--- src/ddc_feature_pkg.sv ---
// Purpose: Shared offsets, field positions, reset values and carrier types of the feature control bank.
// Assumes: Registers are eight bits wide and addressed by an eight-bit register index.
// Notes: Every number used by more than one file is named here once.
package ddc_feature_pkg;

  // Register offsets.
  localparam logic [7:0] ADDR_ALIGN_CTRL = 8'h3A;
  localparam logic [7:0] ADDR_DC_CTRL = 8'h40;
  localparam logic [7:0] ADDR_DC_VALUE_LO = 8'h41;
  localparam logic [7:0] ADDR_DC_VALUE_HI = 8'h42;
  localparam logic [7:0] ADDR_FLAG_CTRL = 8'h45;
  localparam logic [7:0] ADDR_UPPER_LO = 8'h47;
  localparam logic [7:0] ADDR_UPPER_HI = 8'h48;
  localparam logic [7:0] ADDR_LOWER_LO = 8'h49;
  localparam logic [7:0] ADDR_LOWER_HI = 8'h4A;
  localparam logic [7:0] ADDR_DWELL_LO = 8'h4B;
  localparam logic [7:0] ADDR_DWELL_HI = 8'h4C;
  localparam logic [7:0] ADDR_OSC_CTRL = 8'h51;
  localparam logic [7:0] ADDR_TUNE_B3 = 8'h52;
  localparam logic [7:0] ADDR_TUNE_B2 = 8'h53;
  localparam logic [7:0] ADDR_TUNE_B1 = 8'h54;
  localparam logic [7:0] ADDR_TUNE_B0 = 8'h55;
  localparam logic [7:0] ADDR_PHASE_HI = 8'h56;
  localparam logic [7:0] ADDR_PHASE_LO = 8'h57;
  localparam logic [7:0] ADDR_PATH_ALIGN = 8'h58;
  localparam logic [7:0] ADDR_PIN_CTRL = 8'h59;
  localparam logic [7:0] ADDR_OSC_CTRL2 = 8'h5A;

  // Field positions of the alignment pulse control register.
  localparam int BIT_MASTER_EN = 0;
  localparam int BIT_CLKDIV_EN = 1;
  localparam int BIT_CLKDIV_ONCE = 2;
  // Field positions of the datapath alignment control register.
  localparam int BIT_TUNE_EN = 0;
  localparam int BIT_TUNE_ONCE = 1;
  localparam int BIT_FIR_EN = 4;
  localparam int BIT_FIR_ONCE = 5;
  localparam int BIT_QUARTER_EN = 6;
  localparam int BIT_QUARTER_ONCE = 7;
  // Field positions of the pin control register.
  localparam int BIT_PIN_EDGE_MODE = 1;
  localparam int BIT_PIN_RISING = 0;
  // Field positions of the Dc_offset_correction_control register.
  localparam int BIT_DC_FREEZE = 6;
  localparam int BIT_DC_K_HI = 5;
  localparam int BIT_DC_K_LO = 2;
  localparam int BIT_DC_EN = 1;
  localparam logic [3:0] DC_K_MAX = 4'hD;
  // Field positions of the threshold flag control register.
  localparam int BIT_FORCE_EN = 3;
  localparam int BIT_FORCE_VAL = 2;
  localparam int BIT_FLAG_EN = 0;
  // Field positions of the oscillator control registers.
  localparam int BIT_QUARTER_SYNC = 6;
  localparam int BIT_SPECTRAL_REV = 5;
  localparam int BIT_AMP_DITHER = 2;
  localparam int BIT_PHASE_DITHER = 1;
  localparam int BIT_LOW_LATENCY = 0;
  localparam logic [7:0] OSC_CTRL_FIXED_ONES = 8'h11;

  // Reset values.
  localparam logic [7:0] RST_ALIGN_CTRL = 8'h00;
  localparam logic [7:0] RST_DC_CTRL = 8'h00;
  localparam logic [7:0] RST_FLAG_CTRL = 8'h00;
  localparam logic [12:0] RST_LIMIT = 13'h0000;
  localparam logic [15:0] RST_DWELL = 16'h0000;
  localparam logic [7:0] RST_OSC_CTRL = 8'h51;
  localparam logic [31:0] RST_TUNING_WORD = 32'h4000_0000;
  localparam logic [15:0] RST_PHASE = 16'h0000;
  localparam logic [7:0] RST_PATH_ALIGN = 8'h00;
  localparam logic [7:0] RST_PIN_CTRL = 8'h00;
  localparam logic [7:0] RST_OSC_CTRL2 = 8'h01;

  // One alignment pulse per sub-function.
  typedef struct packed {
    logic clk_divider;
    logic fir;
    logic quarter_rate_oscillator;
    logic tunable_oscillator;
  } align_pulse_s;

  // Settings handed to the tunable oscillator and its neighbours.
  typedef struct packed {
    logic [31:0] tuning_word;
    logic [15:0] phase_offset;
    logic amplitude_dither;
    logic phase_dither;
    logic spectral_reversal;
    logic quarter_rate_sync;
    logic low_latency_select;
  } osc_cfg_s;

endpackage

--- src/align_pulse_detect.sv ---
// Purpose: Turns the raw alignment pin into one-cycle alignment events.
// Assumes: The pin is asynchronous to i_clk and is sampled through two flip-flops.
// Notes: In level mode an event is raised on every cycle the pin stays high.
module align_pulse_detect (
  input wire logic i_clk,
  input wire logic i_rst_n,
  input wire logic i_pin,
  input wire logic i_edge_mode,
  input wire logic i_rising,
  output logic o_event
);

  logic meta_q;
  logic sync_q;
  logic prev_q;

  // Two-stage synchroniser; only the second stage feeds logic.
  always_ff @(posedge i_clk or negedge i_rst_n) begin
    if (!i_rst_n) begin
      meta_q <= 1'b0;
      sync_q <= 1'b0;
      prev_q <= 1'b0;
    end else begin
      meta_q <= i_pin;
      sync_q <= meta_q;
      prev_q <= sync_q;
    end
  end

  // Level, rising or falling sensitivity as selected.
  always_comb begin
    if (!i_edge_mode) begin
      o_event = sync_q;
    end else if (i_rising) begin
      o_event = sync_q & ~prev_q;
    end else begin
      o_event = ~sync_q & prev_q;
    end
  end

endmodule

--- src/threshold_flag_detect.sv ---
// Purpose: Hysteresis comparator behind the threshold flag with a dwell count for release.
// Assumes: Magnitude arrives once per divided sample clock.
// Notes: A dwell of zero releases the flag on the first cycle below the lower limit.
module threshold_flag_detect #(
  parameter int MAG_W = 13,
  parameter int DWELL_W = 16
) (
  input wire logic i_clk,
  input wire logic i_rst_n,
  input wire logic [MAG_W-1:0] i_magnitude,
  input wire logic [MAG_W-1:0] i_upper,
  input wire logic [MAG_W-1:0] i_lower,
  input wire logic [DWELL_W-1:0] i_dwell,
  output logic o_flag
);

  logic [DWELL_W-1:0] below_q;
  logic below;

  assign below = i_magnitude < i_lower;

  // Count consecutive cycles spent below the lower limit, saturating.
  always_ff @(posedge i_clk or negedge i_rst_n) begin
    if (!i_rst_n) begin
      below_q <= '0;
    end else if (!below) begin
      below_q <= '0;
    end else if (below_q != {DWELL_W{1'b1}}) begin
      below_q <= below_q + 1'b1;
    end
  end

  // Set above the upper limit; release only after the dwell has elapsed.
  always_ff @(posedge i_clk or negedge i_rst_n) begin
    if (!i_rst_n) begin
      o_flag <= 1'b0;
    end else if (i_magnitude > i_upper) begin
      o_flag <= 1'b1;
    end else if (below && below_q >= i_dwell) begin
      o_flag <= 1'b0;
    end
  end

endmodule

--- src/ddc_feature_control_bank.sv ---
// Purpose: Feature control register bank of the downconverter: alignment, DC correction, flag, oscillator.
// Assumes: The serial control port decoder presents one register index, strobe and byte per access.
// Notes: Runs on the divided sample clock; reads answer one cycle after the read strobe.
module ddc_feature_control_bank #(
  parameter int SAMPLE_W = 16,
  parameter int MAG_W = 13,
  parameter int DWELL_W = 16
) (
  input wire logic i_clk,
  input wire logic i_rst_n,
  input wire logic i_reg_wr,
  input wire logic i_reg_rd,
  input wire logic [7:0] i_reg_addr,
  input wire logic [7:0] i_reg_wdata,
  output logic [7:0] o_reg_rdata,
  output logic o_reg_rvalid,
  input wire logic i_align_pin,
  output ddc_feature_pkg::align_pulse_s o_align_pulse,
  input wire logic signed [SAMPLE_W-1:0] i_sample,
  output logic signed [SAMPLE_W-1:0] o_sample,
  input wire logic [MAG_W-1:0] i_magnitude,
  output logic o_threshold_flag,
  output ddc_feature_pkg::osc_cfg_s o_osc_cfg
);
  import ddc_feature_pkg::*;

  localparam int FRAC_W = 8;
  localparam int EST_W = SAMPLE_W + FRAC_W + 1;

  logic rst_meta_q;
  logic rst_n_q;
  logic [7:0] align_ctrl_q;
  logic [7:0] path_align_q;
  logic [7:0] pin_ctrl_q;
  logic [7:0] dc_ctrl_q;
  logic [7:0] flag_ctrl_q;
  logic [12:0] upper_q;
  logic [12:0] lower_q;
  logic [15:0] dwell_q;
  logic [7:0] osc_ctrl_q;
  logic [31:0] tuning_q;
  logic [15:0] phase_q;
  logic [7:0] osc_ctrl2_q;
  logic signed [EST_W-1:0] est_q;
  logic signed [EST_W-1:0] est_d;
  logic signed [EST_W-1:0] err;
  logic [3:0] k_eff;
  logic signed [SAMPLE_W-1:0] dc_value;
  logic pin_event;
  logic master_on;
  logic hit_clkdiv;
  logic hit_tune;
  logic hit_fir;
  logic hit_quarter;
  logic flag_raw;
  logic wr_align;
  logic wr_path;
  logic [7:0] rdata_d;

  // The async reset is released through two flops so every block leaves reset on one edge.
  always_ff @(posedge i_clk or negedge i_rst_n) begin
    if (!i_rst_n) begin
      rst_meta_q <= 1'b0;
      rst_n_q <= 1'b0;
    end else begin
      rst_meta_q <= 1'b1;
      rst_n_q <= rst_meta_q;
    end
  end

  // Alignment events from the pin, in the sensitivity chosen by software.
  align_pulse_detect u_pulse (
    .i_clk(i_clk),
    .i_rst_n(rst_n_q),
    .i_pin(i_align_pin),
    .i_edge_mode(pin_ctrl_q[BIT_PIN_EDGE_MODE]),
    .i_rising(pin_ctrl_q[BIT_PIN_RISING]),
    .o_event(pin_event)
  );

  // Per-unit delivery of an event; nothing passes without the master enable.
  assign master_on = align_ctrl_q[BIT_MASTER_EN];
  assign hit_clkdiv = pin_event & master_on & align_ctrl_q[BIT_CLKDIV_EN];
  assign hit_tune = pin_event & master_on & path_align_q[BIT_TUNE_EN];
  assign hit_fir = pin_event & master_on & path_align_q[BIT_FIR_EN];
  assign hit_quarter = pin_event & master_on & path_align_q[BIT_QUARTER_EN];

  assign wr_align = i_reg_wr && i_reg_addr == ADDR_ALIGN_CTRL;
  assign wr_path = i_reg_wr && i_reg_addr == ADDR_PATH_ALIGN;

  // Registered alignment pulses, one cycle after the pin event is seen.
  always_ff @(posedge i_clk or negedge rst_n_q) begin
    if (!rst_n_q) begin
      o_align_pulse <= '0;
    end else begin
      o_align_pulse.clk_divider <= hit_clkdiv;
      o_align_pulse.tunable_oscillator <= hit_tune;
      o_align_pulse.fir <= hit_fir;
      o_align_pulse.quarter_rate_oscillator <= hit_quarter;
    end
  end

  // Alignment pulse control: a host write in the same cycle as a self-clear wins, so a re-arm is kept.
  always_ff @(posedge i_clk or negedge rst_n_q) begin
    if (!rst_n_q) begin
      align_ctrl_q <= RST_ALIGN_CTRL;
    end else if (wr_align) begin
      align_ctrl_q <= {5'h00, i_reg_wdata[2:0]};
    end else if (hit_clkdiv && align_ctrl_q[BIT_CLKDIV_ONCE]) begin
      align_ctrl_q[BIT_CLKDIV_EN] <= 1'b0;
    end
  end

  // Datapath alignment control: each once bit drops its own enable after the first delivered pulse.
  always_ff @(posedge i_clk or negedge rst_n_q) begin
    if (!rst_n_q) begin
      path_align_q <= RST_PATH_ALIGN;
    end else if (wr_path) begin
      path_align_q <= i_reg_wdata & 8'hF3;
    end else begin
      if (hit_tune && path_align_q[BIT_TUNE_ONCE]) begin
        path_align_q[BIT_TUNE_EN] <= 1'b0;
      end
      if (hit_fir && path_align_q[BIT_FIR_ONCE]) begin
        path_align_q[BIT_FIR_EN] <= 1'b0;
      end
      if (hit_quarter && path_align_q[BIT_QUARTER_ONCE]) begin
        path_align_q[BIT_QUARTER_EN] <= 1'b0;
      end
    end
  end

  // Plain read-write configuration registers; open bits are not stored and read as zero.
  always_ff @(posedge i_clk or negedge rst_n_q) begin
    if (!rst_n_q) begin
      pin_ctrl_q <= RST_PIN_CTRL;
      dc_ctrl_q <= RST_DC_CTRL;
      flag_ctrl_q <= RST_FLAG_CTRL;
      upper_q <= RST_LIMIT;
      lower_q <= RST_LIMIT;
      dwell_q <= RST_DWELL;
    end else if (i_reg_wr) begin
      case (i_reg_addr)
        ADDR_PIN_CTRL: begin
          pin_ctrl_q <= i_reg_wdata & 8'h03;
        end
        ADDR_DC_CTRL: begin
          dc_ctrl_q <= i_reg_wdata & 8'h7E;
        end
        ADDR_FLAG_CTRL: begin
          flag_ctrl_q <= i_reg_wdata & 8'h0D;
        end
        ADDR_UPPER_LO: begin
          upper_q[7:0] <= i_reg_wdata;
        end
        ADDR_UPPER_HI: begin
          upper_q[12:8] <= i_reg_wdata[4:0];
        end
        ADDR_LOWER_LO: begin
          lower_q[7:0] <= i_reg_wdata;
        end
        ADDR_LOWER_HI: begin
          lower_q[12:8] <= i_reg_wdata[4:0];
        end
        ADDR_DWELL_LO: begin
          dwell_q[7:0] <= i_reg_wdata;
        end
        ADDR_DWELL_HI: begin
          dwell_q[15:8] <= i_reg_wdata;
        end
        default: begin
        end
      endcase
    end
  end

  // Oscillator settings; the tuning word is assembled most significant byte first.
  always_ff @(posedge i_clk or negedge rst_n_q) begin
    if (!rst_n_q) begin
      osc_ctrl_q <= RST_OSC_CTRL;
      tuning_q <= RST_TUNING_WORD;
      phase_q <= RST_PHASE;
      osc_ctrl2_q <= RST_OSC_CTRL2;
    end else if (i_reg_wr) begin
      case (i_reg_addr)
        ADDR_OSC_CTRL: begin
          osc_ctrl_q <= (i_reg_wdata & 8'h66) | OSC_CTRL_FIXED_ONES;
        end
        ADDR_TUNE_B3: begin
          tuning_q[31:24] <= i_reg_wdata;
        end
        ADDR_TUNE_B2: begin
          tuning_q[23:16] <= i_reg_wdata;
        end
        ADDR_TUNE_B1: begin
          tuning_q[15:8] <= i_reg_wdata;
        end
        ADDR_TUNE_B0: begin
          tuning_q[7:0] <= i_reg_wdata;
        end
        ADDR_PHASE_HI: begin
          phase_q[15:8] <= i_reg_wdata;
        end
        ADDR_PHASE_LO: begin
          phase_q[7:0] <= i_reg_wdata;
        end
        ADDR_OSC_CTRL2: begin
          osc_ctrl2_q <= i_reg_wdata & 8'h01;
        end
        default: begin
        end
      endcase
    end
  end

  // Settings out to the oscillators, each bit taken from its register flop.
  always_comb begin
    o_osc_cfg.tuning_word = tuning_q;
    o_osc_cfg.phase_offset = phase_q;
    o_osc_cfg.amplitude_dither = osc_ctrl_q[BIT_AMP_DITHER];
    o_osc_cfg.phase_dither = osc_ctrl_q[BIT_PHASE_DITHER];
    o_osc_cfg.spectral_reversal = osc_ctrl_q[BIT_SPECTRAL_REV];
    o_osc_cfg.quarter_rate_sync = osc_ctrl_q[BIT_QUARTER_SYNC];
    o_osc_cfg.low_latency_select = osc_ctrl2_q[BIT_LOW_LATENCY];
  end

  // Codes 14 and 15 are clamped so the estimator never runs slower than at 13.
  always_comb begin
    k_eff = dc_ctrl_q[BIT_DC_K_HI:BIT_DC_K_LO];
    if (k_eff > DC_K_MAX) begin
      k_eff = DC_K_MAX;
    end
  end

  // Leaky average of the input with a fractional tail; larger k means a longer time constant.
  always_comb begin
    err = ($signed({i_sample, {FRAC_W{1'b0}}}) - est_q) >>> k_eff;
    est_d = est_q + err;
  end

  // The estimate stands still while frozen and keeps being applied.
  always_ff @(posedge i_clk or negedge rst_n_q) begin
    if (!rst_n_q) begin
      est_q <= '0;
    end else if (!dc_ctrl_q[BIT_DC_FREEZE]) begin
      est_q <= est_d;
    end
  end

  assign dc_value = est_q[FRAC_W +: SAMPLE_W];

  // Corrected sample path; the subtraction wraps, so a large offset near full scale may overflow.
  always_ff @(posedge i_clk or negedge rst_n_q) begin
    if (!rst_n_q) begin
      o_sample <= '0;
    end else if (dc_ctrl_q[BIT_DC_EN]) begin
      o_sample <= i_sample - dc_value;
    end else begin
      o_sample <= i_sample;
    end
  end

  // Hysteresis comparator that produces the raw flag.
  threshold_flag_detect #(
    .MAG_W(MAG_W),
    .DWELL_W(DWELL_W)
  ) u_flag (
    .i_clk(i_clk),
    .i_rst_n(rst_n_q),
    .i_magnitude(i_magnitude),
    .i_upper(upper_q),
    .i_lower(lower_q),
    .i_dwell(dwell_q),
    .o_flag(flag_raw)
  );

  // Flag pin selection: force first, then comparator, else held low.
  always_ff @(posedge i_clk or negedge rst_n_q) begin
    if (!rst_n_q) begin
      o_threshold_flag <= 1'b0;
    end else if (flag_ctrl_q[BIT_FORCE_EN]) begin
      o_threshold_flag <= flag_ctrl_q[BIT_FORCE_VAL];
    end else if (flag_ctrl_q[BIT_FLAG_EN]) begin
      o_threshold_flag <= flag_raw;
    end else begin
      o_threshold_flag <= 1'b0;
    end
  end

  // Read multiplexer; unmapped indices read as zero.
  always_comb begin
    case (i_reg_addr)
      ADDR_ALIGN_CTRL: rdata_d = align_ctrl_q;
      ADDR_DC_CTRL: rdata_d = dc_ctrl_q;
      ADDR_DC_VALUE_LO: rdata_d = dc_value[7:0];
      ADDR_DC_VALUE_HI: rdata_d = dc_value[15:8];
      ADDR_FLAG_CTRL: rdata_d = flag_ctrl_q;
      ADDR_UPPER_LO: rdata_d = upper_q[7:0];
      ADDR_UPPER_HI: rdata_d = {3'h0, upper_q[12:8]};
      ADDR_LOWER_LO: rdata_d = lower_q[7:0];
      ADDR_LOWER_HI: rdata_d = {3'h0, lower_q[12:8]};
      ADDR_DWELL_LO: rdata_d = dwell_q[7:0];
      ADDR_DWELL_HI: rdata_d = dwell_q[15:8];
      ADDR_OSC_CTRL: rdata_d = osc_ctrl_q;
      ADDR_TUNE_B3: rdata_d = tuning_q[31:24];
      ADDR_TUNE_B2: rdata_d = tuning_q[23:16];
      ADDR_TUNE_B1: rdata_d = tuning_q[15:8];
      ADDR_TUNE_B0: rdata_d = tuning_q[7:0];
      ADDR_PHASE_HI: rdata_d = phase_q[15:8];
      ADDR_PHASE_LO: rdata_d = phase_q[7:0];
      ADDR_PATH_ALIGN: rdata_d = path_align_q;
      ADDR_PIN_CTRL: rdata_d = pin_ctrl_q;
      ADDR_OSC_CTRL2: rdata_d = osc_ctrl2_q;
      default: rdata_d = 8'h00;
    endcase
  end

  // Read data and its valid are registered; rdata holds until the next read.
  always_ff @(posedge i_clk or negedge rst_n_q) begin
    if (!rst_n_q) begin
      o_reg_rdata <= 8'h00;
      o_reg_rvalid <= 1'b0;
    end else begin
      o_reg_rvalid <= i_reg_rd;
      if (i_reg_rd) begin
        o_reg_rdata <= rdata_d;
      end
    end
  end

endmodule

--- config.mk ---
export PLATFORM = sky130hd
export DESIGN_NAME = ddc_feature_control_bank
export DESIGN_NICKNAME = d
export VERILOG_FILES = /design/src/ddc_feature_pkg.sv /design/src/align_pulse_detect.sv /design/src/threshold_flag_detect.sv /design/src/ddc_feature_control_bank.sv
export SDC_FILE = /design/constraint.sdc
export NUM_CORES = 1
export LEC_CHECK = 0
export BUFFER_PORTS_ARGS = -buffer_cell sky130_fd_sc_hd__buf_2
export CORE_AREA = 5 5 177 179
export DETAILED_ROUTE_END_ITERATION = 12
export DIE_AREA = 0 0 182 184
export GPL_TIMING_DRIVEN = 0
export PLACE_DENSITY = 0.62
export RECOVER_POWER = 50
export SYNTH_ARGS = -nofsm -noshare
export SYNTH_HDL_FRONTEND = slang
export SYNTH_SLANG_ARGS = --single-unit
export TNS_END_PERCENT = 100
--- constraint.sdc ---
create_clock -name i_clk -period 10.2 [get_ports i_clk]
set_input_delay 0.51 -clock i_clk [delete_from_list [all_inputs] [get_ports i_clk]]
set_output_delay 0.51 -clock i_clk [all_outputs]
set_load 0.005 [all_outputs]
==> impl_metrics.env, run 1 <==
export IMPL_gp_congestion=0.952
export IMPL_finClkSkew_ns=0.0163
export IMPL_end_kind="async pin"
export IMPL_cell_internal_pwr_mw=2.34
export IMPL_yosys_area_top_type="dfrtp_1"
export IMPL_dp_cells=1963
export IMPL_grt_pass1_vias=11400
export IMPL_p_leak_nw=6.90
export IMPL_rrSetupSlack_ns=3.99
export IMPL_syn_inst=1440
export IMPL_coreArea_sq_um=29400
export IMPL_slew_violations=173
export IMPL_cp_slowest_cell="clkbuf_1"
export IMPL_vias_per_cell=5.90
export IMPL_r2r_end="o_sample[3]"
export IMPL_synthFlopType="dfrtp_1"
export IMPL_cts_buffer_depth=2
export IMPL_pwr_share_seq=0.237
export IMPL_violations="capacitance limit, slew limit"
export IMPL_path_class="flop to async pin"
export IMPL_layout_setup_ws_ns=3.99
export IMPL_crit_start="rst_n_q"
export IMPL_endpoint="o_sample[3]"
export IMPL_cts_sinks=192
export IMPL_critPathTopFamily="buffers and inverters"
export IMPL_status="finished, violations left"
export IMPL_synth_area_leaders="dfrtp_1, ha_1, mux2_2"
export IMPL_power_density_nw_per_um2=295
export IMPL_synth_area_per_cell_sq_um=9.11
export IMPL_hold_depth=1
export IMPL_synth_seq_cells=192
export IMPL_placed_area_sq_um=14300
export IMPL_hold_viol=0
export IMPL_hold_start="i_align_pin"
export IMPL_reg2reg_depth=2
export IMPL_timing_hold_ws_ns=0.157
export IMPL_drc=0
export IMPL_synth_seq_area_share=0.367
export IMPL_synth_edff_count=0
export IMPL_area_delta_synth_final_pct=13.4
export IMPL_reg2reg_from="rst_n_q"
export IMPL_dpl_hpwl_um=33900
export IMPL_p_comb_frac=0.598
export IMPL_cp_max_fo=68
export IMPL_yosysWarningCount=0
export IMPL_timing_fmax_mhz=161
export IMPL_cts_resized=0
export IMPL_syn_cell_area_sq_um=13100
export IMPL_grt_max_degree=69
export IMPL_synthArstFlopShare=1.00
export IMPL_arrival_ns=5.93
export IMPL_drive_gt1_frac=0.166
export IMPL_yosysUniqueCellTypes=77
export IMPL_postRouteAntennaNets=0
export IMPL_worstPathRequired_ns=9.92
export IMPL_clk_pin_slew_ns=0.09
export IMPL_syn_nets=1577
export IMPL_routed_wl_um=43500
export IMPL_design_area_sq_um=14900
export IMPL_rows=63
export IMPL_pwr_share_clk=0.165
export IMPL_dp_worst_setup_slack_ns=4.29
export IMPL_drt_iter0_drc=908
export IMPL_postLayoutCoreUtil=0.506
export IMPL_crit_buf_inv=2
export IMPL_tns_ns=0
export IMPL_diodes=0
export IMPL_numCtsBuffers=17
export IMPL_rsz0062_at_grt="no"
export IMPL_vias=11800
export IMPL_crit_chain="clkbuf_1 -> clkbuf_1"
export IMPL_p_switching_mw=2.05
export IMPL_max_vdd_ir_drop_uv=135
export IMPL_initial_core_util=0.446
export IMPL_tightest_slew_ns=3.64
export IMPL_max_stage_delay_ns=2.65
export IMPL_cts_root_buf="clkbuf_16"
export IMPL_setup_viol=0
export IMPL_slew_limit_headroom=-1.43
export IMPL_grt_first_pass_wirelength_um=66900
export IMPL_dieWidth_um=182
export IMPL_clk_latency_ns=0.45
export IMPL_crit_top_cell="clkbuf_1"
export IMPL_cts_max_level=4
export IMPL_yosysTopAreaCellShare=0.361
export IMPL_grt_overflow=0
export IMPL_antenna_found_initial=0
export IMPL_first_pass_iters=6
export IMPL_nNetsFinal=1730
export IMPL_start_kind="flop"
export IMPL_instances_no_fill=1996
export IMPL_wl_per_cell_um=21.8
export IMPL_die_area_sq_um=33500
export IMPL_ios=133
export IMPL_die_y_um=184
export IMPL_max_cap_violations=3
export IMPL_hold_path_class="primary input to flop"
export IMPL_p_sw_frac=0.466
export IMPL_cts_tree="built"
export IMPL_grt_use_total=0.256
export IMPL_cp_depth=2
export IMPL_io_buffers=130
export IMPL_period_minus_slack_ns=6.21
export IMPL_min_period_over_period=0.609
export IMPL_p_total_mw=4.39
cell families (layout without fill, tap and decap cells):
group / count (synthesis) / in the layout / synth area share
XOR/XNOR: 65 / 65 / 0.0440
other: 1 / 1 / 0.000286
multiplexers: 138 / 138 / 0.117
flip-flops: 192 / 192 / 0.367
adder cells (fa/ha/maj): 87 / 87 / 0.0841
AO/OA/AOI/OAI: 399 / 399 / 0.198
AND/OR/NAND/NOR: 391 / 391 / 0.140
buffers and inverters: 167 / 333 / 0.0496
what timing repair did:
action	in CTS	in global routing
hold buffers	1	0
hold endpoints to repair	2	0
buffers inserted	0	0
worst min-delay path by stage:
stage,to
6_report,u_pulse.meta_q
3_5_place_dp,tuning_q[18]
2_1_floorplan,rst_meta_q
3_3_place_gp,rst_meta_q
4_1_cts,u_pulse.meta_q
5_1_grt,u_pulse.meta_q
layer usage:
| metal | vias up | GRT usage | share of wire |
|---|---|---|---|
| met4 | 0 | 0.0874 | 0.033 |
| met5 | - | 0 | 0 |
| met3 | 63 | 0.0330 | 0.060 |
| li1 | 5527 | - | - |
| met1 | 5772 | 0.361 | 0.45 |
| met2 | 424 | 0.410 | 0.45 |
synthesized netlist by cell type (5+ instances only):
cell and n:
o31ai_1 6, o22ai_1 9, a211oi_1 16, mux2i_1 42
dfrtp_1 189, a222oi_1 5, nor2_1 88, xnor2_1 33
o21ai_0 135, ha_1 85, o21bai_1 6, nand3_1 44
nor3_1 26, nand2_1 143, a31oi_1 13, a22o_1 7
clkbuf_1 54, o211ai_1 7, a221oi_1 14, o21a_1 9
a21oi_1 65, inv_1 95, buf_1 5, nand4_1 18
and2_1 9, and3_1 16, a22oi_1 39, nand2b_1 9
nor2b_1 11, mux2_2 92, a21o_1 25, xor2_1 31
buf_2 10
sequential cells by signal, summed over array words and instances (netlist names), 13 cells and up:
name	flops
o_sample	16
phase_q	16
est_q	25
u_flag.below_q	16
dwell_q	16
lower_q	13
tuning_q	32
upper_q	13
area by class of cell:
type	count	area (sq um)
clock buffer	17	425
tap	390	488
buffer	71	290
timing repair buffer	134	646
fill	2828	14500
multi-input combinational	1081	7660
clock inverter	15	205
sequential	192	4810
inverter	96	360
cell usage in the layout (no fill, tap or decap), types with 31 or more instances in the layout:
cell      Yosys  final
mux2i_1      42     42
nand3_1      44     44
xnor2_1      33     33
a21oi_1      65     65
inv_1        95     95
o21ai_0     135    135
xor2_1       31     31
a22oi_1      39     39
dfrtp_1     189    189
nor2_1       88     88
mux2_2       92     92
buf_2        10    119
ha_1         85     85
nand2_1     143    143
clkbuf_1     54     76
power by group through the flow:
stage	sequential (mW)	clock, mW	combinational [mW]
3_5_place_dp	1.05	0	2.57
4_1_cts	1.04	0.731	2.60
6_report	1.04	0.725	2.63
3_3_place_gp	1.06	0	2.53
5_1_grt	1.05	0.764	2.90
2_1_floorplan	0.995	0	1.99
Power figures use the tool's default switching activity.
==> inputs of run 2 (changes only) <==
- clock period: 10.2 -> 5.8 ns (I/O delays scaled with it)
==> run 2 against run 1 <==
  * The flow still finishes with violations (capacitance limit, slew limit)
  * Via count is 0.30% higher
  * Sequential share of layout area fell by 0.21 points
  * Die area did not move
  * Sequential power grew 76%
  * Non-clock buffer count up 3
  * Critical path depth grew 20
  * Sequential cell count stayed put
  * Count of clock-buffer cells in the layout unchanged
  * Cell area is 0.71% higher
  * Largest cell class unchanged
  * Highest routed layer unchanged
==> impl_metrics.env, run 2 (same netlist as run 1, synthesis figures left out) <==
export IMPL_grt_use_total=0.256
export IMPL_first_pass_iters=6
export IMPL_io_buffers=130
export IMPL_gp_congestion=0.952
export IMPL_timing_hold_ws_ns=0.115
export IMPL_dp_worst_setup_slack_ns=-0.0608
export IMPL_layout_setup_ws_ns=0.276
export IMPL_rows=63
export IMPL_rsz0062_at_grt="no"
export IMPL_slew_violations=172
export IMPL_dieWidth_um=182
export IMPL_max_cap_violations=3
export IMPL_path_class="flop to flop"
export IMPL_vias=11800
export IMPL_reg2reg_from="est_q[9]"
export IMPL_regMostFlops="tuning_q"
export IMPL_tightest_slew_ns=2.39
export IMPL_area_delta_synth_final_pct=14.3
export IMPL_rrSetupSlack_ns=0.28
export IMPL_nNetsFinal=1733
export IMPL_p_leak_nw=6.83
export IMPL_violations="capacitance limit, slew limit"
export IMPL_worstPathRequired_ns=6.11
export IMPL_dp_cells=1963
export IMPL_die_area_sq_um=33500
export IMPL_diodes=0
export IMPL_final_cell_mix="dfrtp_1, nand2_1, o21ai_0"
export IMPL_routed_wl_um=43500
export IMPL_design_area_sq_um=15000
export IMPL_grt_overflow=0
export IMPL_postRouteAntennaNets=0
export IMPL_drive_gt1_frac=0.163
export IMPL_status="finished, violations left"
export IMPL_postLayoutCoreUtil=0.510
export IMPL_timing_fmax_mhz=181
export IMPL_antenna_found_initial=0
export IMPL_drc=0
export IMPL_grt_pass1_vias=11400
export IMPL_holdPathEnd="o_sample[12]"
export IMPL_hold_path_class="primary input to flop"
export IMPL_initial_core_util=0.446
export IMPL_grt_max_degree=69
export IMPL_max_stage_delay_ns=0.57
export IMPL_ios=133
export IMPL_r2r_end="est_q[20]"
export IMPL_tns_ns=0
export IMPL_grt_first_pass_wirelength_um=67000
export IMPL_cts_sinks=192
export IMPL_crit_buf_inv=2
export IMPL_cp_max_fo=7
export IMPL_p_total_mw=7.86
export IMPL_hold_depth=2
export IMPL_slew_limit_headroom=-0.593
export IMPL_start_kind="flop"
export IMPL_die_y_um=184
export IMPL_wl_per_cell_um=21.8
export IMPL_crit_chain="inv_1 -> ha_1 -> a21o_1 -> a21oi_1 -> o21a_4 -> o21ai_0 -> a221oi_2 -> xor2_1 -> buf_4 -> mux2i_1 -> mux2_2 -> mux2_2 -> ha_1 -> a21o_1 -> a21o_1 -> a21oi_1 -> o21ai_0 -> a31oi_1 -> o21bai_1 -> o31ai_1 -> xor2_1 -> o21ai_0"
export IMPL_final_common_cell="dfrtp_1"
export IMPL_clk_latency_ns=0.45
export IMPL_dpl_hpwl_um=33900
export IMPL_cts_max_level=4
export IMPL_top_regs="tuning_q (32), est_q (25)"
export IMPL_cts_tree="built"
export IMPL_instances_no_fill=1999
export IMPL_cts_root_buf="clkbuf_16"
export IMPL_largest_reg_flops=32
export IMPL_min_period_over_period=0.952
export IMPL_end_kind="flop"
export IMPL_arrival_ns=5.84
export IMPL_power_density_nw_per_um2=525
export IMPL_setup_viol=0
export IMPL_coreArea_sq_um=29400
export IMPL_critPathTopFamily="compound AO/OA/AOI/OAI gates"
export IMPL_reg2reg_depth=22
export IMPL_cp_slowest_cell="dfrtp_1"
export IMPL_clk_pin_slew_ns=0.08
export IMPL_cts_buffer_depth=2
export IMPL_hold_start="i_sample[12]"
export IMPL_numCtsBuffers=17
export IMPL_finClkSkew_ns=0.0153
export IMPL_max_vdd_ir_drop_uv=240
export IMPL_placed_area_sq_um=14300
export IMPL_vias_per_cell=5.91
export IMPL_period_minus_slack_ns=5.52
export IMPL_drt_iter0_drc=849
export IMPL_hold_viol=0
## run 2: area by class of cell
type / instances / area (sq um)
fillers: 2829 / 14400
flip-flops and latches: 192 / 4810
multi-input cells: 1081 / 7770
repair buffers: 137 / 637
well taps: 390 / 488
clock inverters: 15 / 205
clock buffers: 17 / 425
plain buffers: 71 / 293
inverters: 96 / 360
## run 2: layer usage
metal,vias to the layer above,share of wire,global-route usage
met5,-,0,0
li1,5520,-,-
met2,427,0.46,0.411
met4,0,0.033,0.0874
met1,5812,0.45,0.360
met3,62,0.057,0.0330
## run 2: worst reg2reg max path: stages, from the launching register on
cell and delay (ns):
dfrtp_1 0.57, inv_1 0.08, ha_1 0.37, a21o_1 0.22, a21oi_1 0.33, o21a_4 0.22
o21ai_0 0.14, a221oi_2 0.32, xor2_1 0.28, buf_4 0.19, mux2i_1 0.07, mux2_2 0.31
mux2_2 0.29, ha_1 0.21, a21o_1 0.19, a21o_1 0.18, a21oi_1 0.25, o21ai_0 0.21
a31oi_1 0.29, o21bai_1 0.14, o31ai_1 0.25, xor2_1 0.18, o21ai_0 0.09
## run 2: how the worst max path moves through the flow
stage                   start  slack, ns  cells after the start              end
finish               est_q[9]       0.28                     22        est_q[20]
global route        est_q[14]       0.02                     22        est_q[20]
CTS                  est_q[8]       0.04                     20        est_q[23]
detailed placement  est_q[16]      -0.06                     21        est_q[20]
global placement      rst_n_q      -2.39                      0     o_sample[13]
floorplan             rst_n_q       0.06                      0  align_ctrl_q[0]
## run 2: report_power, final
part	total, mW	switching (mW)	internal, mW	leakage, nW
Clock	1.27	0.634	0.634	0.306
Sequential	1.83	0.262	1.57	2.50
Combinational	4.76	2.77	2.00	4.02
## run 2: what timing repair did
action	in CTS	in global routing
hold endpoints to repair	3	0
endpoints found under the setup margin	2	12
pin swaps	1	4
resized for setup	0	29
setup buffers	1	1
hold buffers	2	0
==> inputs of run 3 (changes only) <==
- CORE_AREA: 5 5 177 179 -> 5 5 179 181
- DIE_AREA: 0 0 182 184 -> 0 0 184 186
- SETUP_SLACK_MARGIN: unset -> 0.5
- SYNTH_HIERARCHICAL: unset -> 1
==> run 3 against run 2 <==
  * The run still ends with capacitance limit, slew limit left
  * Register-to-register slack better by 0.33 ns
  * Via count up 5.1%
  * First-iteration DRC count up 26%
  * Worst setup slack better by 0.33 ns
  * Count of clock-buffer cells in the layout unchanged
  * Sequential cell count unchanged
  * Wire length up 3.7%
  * Combinational power up 23%
  * Global-route usage up 0.51 points
  * Cell count up 4.2%
  * Non-clock buffer count up 61
  * Die area up 2.2%
==> impl_metrics.env, run 3 <==
export IMPL_grt_use_total=0.262
export IMPL_vias_per_cell=5.97
export IMPL_fillers=2847
export IMPL_cts_sinks=192
export IMPL_crit_chain="inv_1 -> ha_1 -> buf_2 -> and2_1 -> o221ai_2 -> o21ai_2 -> a21oi_2 -> xnor2_2 -> buf_4 -> mux2_2 -> mux4_2 -> o21a_1 -> ha_4 -> a21o_1 -> a21o_1 -> a2111o_1 -> o32a_4 -> a41oi_4 -> o211a_1 -> o311ai_0"
export IMPL_max_stage_delay_ns=0.51
export IMPL_max_cap_violations=3
export IMPL_cts_root_buf="clkbuf_16"
export IMPL_syn_nets=1599
export IMPL_m1WireLength_um=20500
export IMPL_clk_pin_slew_ns=0.09
export IMPL_cts_tree="built"
export IMPL_die_area_sq_um=34200
export IMPL_largest_reg_flops=32
export IMPL_yosysWarningCount=6
export IMPL_initial_core_util=0.444
export IMPL_cts_max_level=4
export IMPL_gp_congestion=0.983
export IMPL_grt_overflow=0
export IMPL_p_leak_nw=7.06
export IMPL_cp_max_fo=7
export IMPL_drive_gt1_frac=0.234
export IMPL_start_kind="flop"
export IMPL_multi_input_area_sq_um=8350
export IMPL_timing_fmax_mhz=193
export IMPL_numCtsBuffers=17
export IMPL_violations="capacitance limit, slew limit"
export IMPL_postRouteAntennaNets=0
export IMPL_p_switching_mw=4.05
export IMPL_instances_no_fill=2083
export IMPL_syn_cell_area_sq_um=13400
export IMPL_synth_compound_area_share=0.200
export IMPL_max_vdd_ir_drop_uv=337
export IMPL_ios=133
export IMPL_synth_seq_area_share=0.358
export IMPL_synth_top_family_by_area="compound AO/OA/AOI/OAI gates"
export IMPL_grt_pass1_vias=12100
export IMPL_first_pass_iters=6
export IMPL_drt_iter0_drc=1067
export IMPL_cts_buffer_depth=2
export IMPL_end_kind="flop"
export IMPL_min_period_over_period=0.895
export IMPL_tightest_slew_ns=2.62
export IMPL_synthAdderAreaFrac=0.0822
export IMPL_yosysTopAreaCellShare=0.352
export IMPL_status="finished, violations left"
export IMPL_hold_viol=0
export IMPL_dpl_hpwl_um=34000
export IMPL_path_class="flop to flop"
export IMPL_yosys_area_share_xor_xnor=0.0398
export IMPL_timing_hold_ws_ns=0.0709
export IMPL_period_minus_slack_ns=5.19
export IMPL_synth_area_per_cell_sq_um=9.18
export IMPL_synthMuxAreaShare=0.109
export IMPL_synth_simple_gate_area_frac=0.154
export IMPL_grt_max_degree=70
export IMPL_worstPathRequired_ns=6.11
export IMPL_p_comb_frac=0.656
export IMPL_syn_inst=1462
export IMPL_hold_path_class="primary input to flop"
export IMPL_synth_seq_cells=192
export IMPL_ff_latch_area_sq_um=4830
export IMPL_dieWidth_um=184
export IMPL_pwr_share_seq=0.197
export IMPL_regMostFlops="tuning_q"
export IMPL_dp_worst_setup_slack_ns=-0.605
export IMPL_dr_wl_met2_um=19700
export IMPL_rows=64
export IMPL_cell_internal_pwr_mw=4.87
export IMPL_routed_wl_um=45200
export IMPL_area_delta_synth_final_pct=20.3
export IMPL_arrival_ns=5.51
export IMPL_synthArstFlopShare=1.00
export IMPL_top_layer_used="met5"
export IMPL_die_y_um=186
export IMPL_synth_most_common_cell="dfrtp_1"
export IMPL_diodes=0
export IMPL_p_sw_frac=0.454
export IMPL_dp_cells=1991
export IMPL_setup_viol=0
export IMPL_postLayoutCoreUtil=0.534
export IMPL_pwr_share_clk=0.146
export IMPL_synth_common_cells="dfrtp_1, nand2_1, o21ai_0"
export IMPL_drc=0
export IMPL_synth_area_leaders="dfrtp_1, ha_1, mux2_2"
export IMPL_wl_per_cell_um=21.7
export IMPL_antenna_found_initial=3
export IMPL_power_density_nw_per_um2=552
export IMPL_nNetsFinal=1811
export IMPL_wl_met3_um=3710
export IMPL_cp_slowest_cell="mux4_2"
export IMPL_synthFlopType="dfrtp_1"
export IMPL_slew_violations=195
export IMPL_io_buffers=130
export IMPL_clk_latency_ns=0.47
export IMPL_rrSetupSlack_ns=0.61
export IMPL_slew_limit_headroom=-0.744
export IMPL_coreArea_sq_um=30300
export IMPL_grt_first_pass_wirelength_um=69600
export IMPL_vias=12400
export IMPL_layout_setup_ws_ns=0.608
export IMPL_yosys_area_top_type="dfrtp_1"
export IMPL_final_common_cell="dfrtp_1"
export IMPL_rsz0062_at_grt="yes"
export IMPL_finClkSkew_ns=0.0152
export IMPL_yosysUniqueCellTypes=96
export IMPL_synth_edff_count=0
export IMPL_final_cell_mix="dfrtp_1, nand2_1, o21ai_0"
export IMPL_top_regs="tuning_q (32), est_q (25)"
export IMPL_crit_top_cell="a21o_1"
export IMPL_tns_ns=0
==> run 3: critical path, delay by kind of cell (launching register included) <==
kind | cells | cell delay, ns
AO/OA/AOI/OAI | 11 | 2.51
buffers and inverters | 3 | 0.43
multiplexers | 2 | 0.76
adder cells (fa/ha/maj) | 2 | 0.44
XOR/XNOR | 1 | 0.18
AND/OR/NAND/NOR | 1 | 0.25
flip-flops | 1 | 0.45
==> run 3: layer usage <==
layer,global-route usage,vias to the layer above
met2,0.396,538
li1,-,5774
met1,0.376,6041
met3,0.0551,70
met5,0,-
met4,0.0819,6
==> run 3: per-stage QoR <==
step | power (mW) | cell area [sq um]
floorplan | 5.28 | 13400
global placement | 6.32 | 14600
detailed placement | 6.37 | 14600
CTS | 8.23 | 15700
global route | 9.51 | 16200
finish | 8.92 | 16200
==> run 3: cells by family after synthesis <==
logic type	Yosys count
xor gates and xnor gates	61
and+or+nand+nor	423
adders and majority gates	87
muxes	126
buffers and inverters	171
DFF	192
other	1
AOI/OAI and AO/OA	401
==> run 3: power by group through the flow <==
stage | combinational [mW] | clock (mW) | sequential (mW)
after floorplan | 3.58 | 0 | 1.70
after global placement | 4.49 | 0 | 1.82
after detailed placement | 4.56 | 0 | 1.81
after CTS | 5.14 | 1.33 | 1.76
after global routing | 6.37 | 1.37 | 1.77
final | 5.86 | 1.31 | 1.76
==> run 3: worst paths after layout <==
kind,startpoint,endpoint,depth (start not counted)
max reg2reg,est_q[12],est_q[23],20
min reg2reg,u_pulse/meta_q,u_pulse/sync_q,0
max in group asynchronous,rst_n_q,u_flag/below_q[13],1
min in group asynchronous,i_rst_n,rst_meta_q,2
min,i_sample[2],o_sample[2],2
max,est_q[12],est_q[23],20
==> run 3: repair_timing <==
action / in CTS / in global routing
endpoints found under the hold margin: 4 / 0
buffers inserted: 22 / 35
gates resized for setup: 64 / 76
pin swaps: 17 / 36
setup endpoints to repair: 15 / 13
hold buffers: 3 / 0
==> run 3: cell type report <==
type | count | area share
timing repair buffer | 193 | 0.0651
inverter | 95 | 0.0221
tap | 396 | 0.0307
sequential | 192 | 0.299
clock inverter | 15 | 0.0139
clock buffer | 17 | 0.0263
multi-input combinational | 1099 | 0.517
buffer | 76 | 0.0263
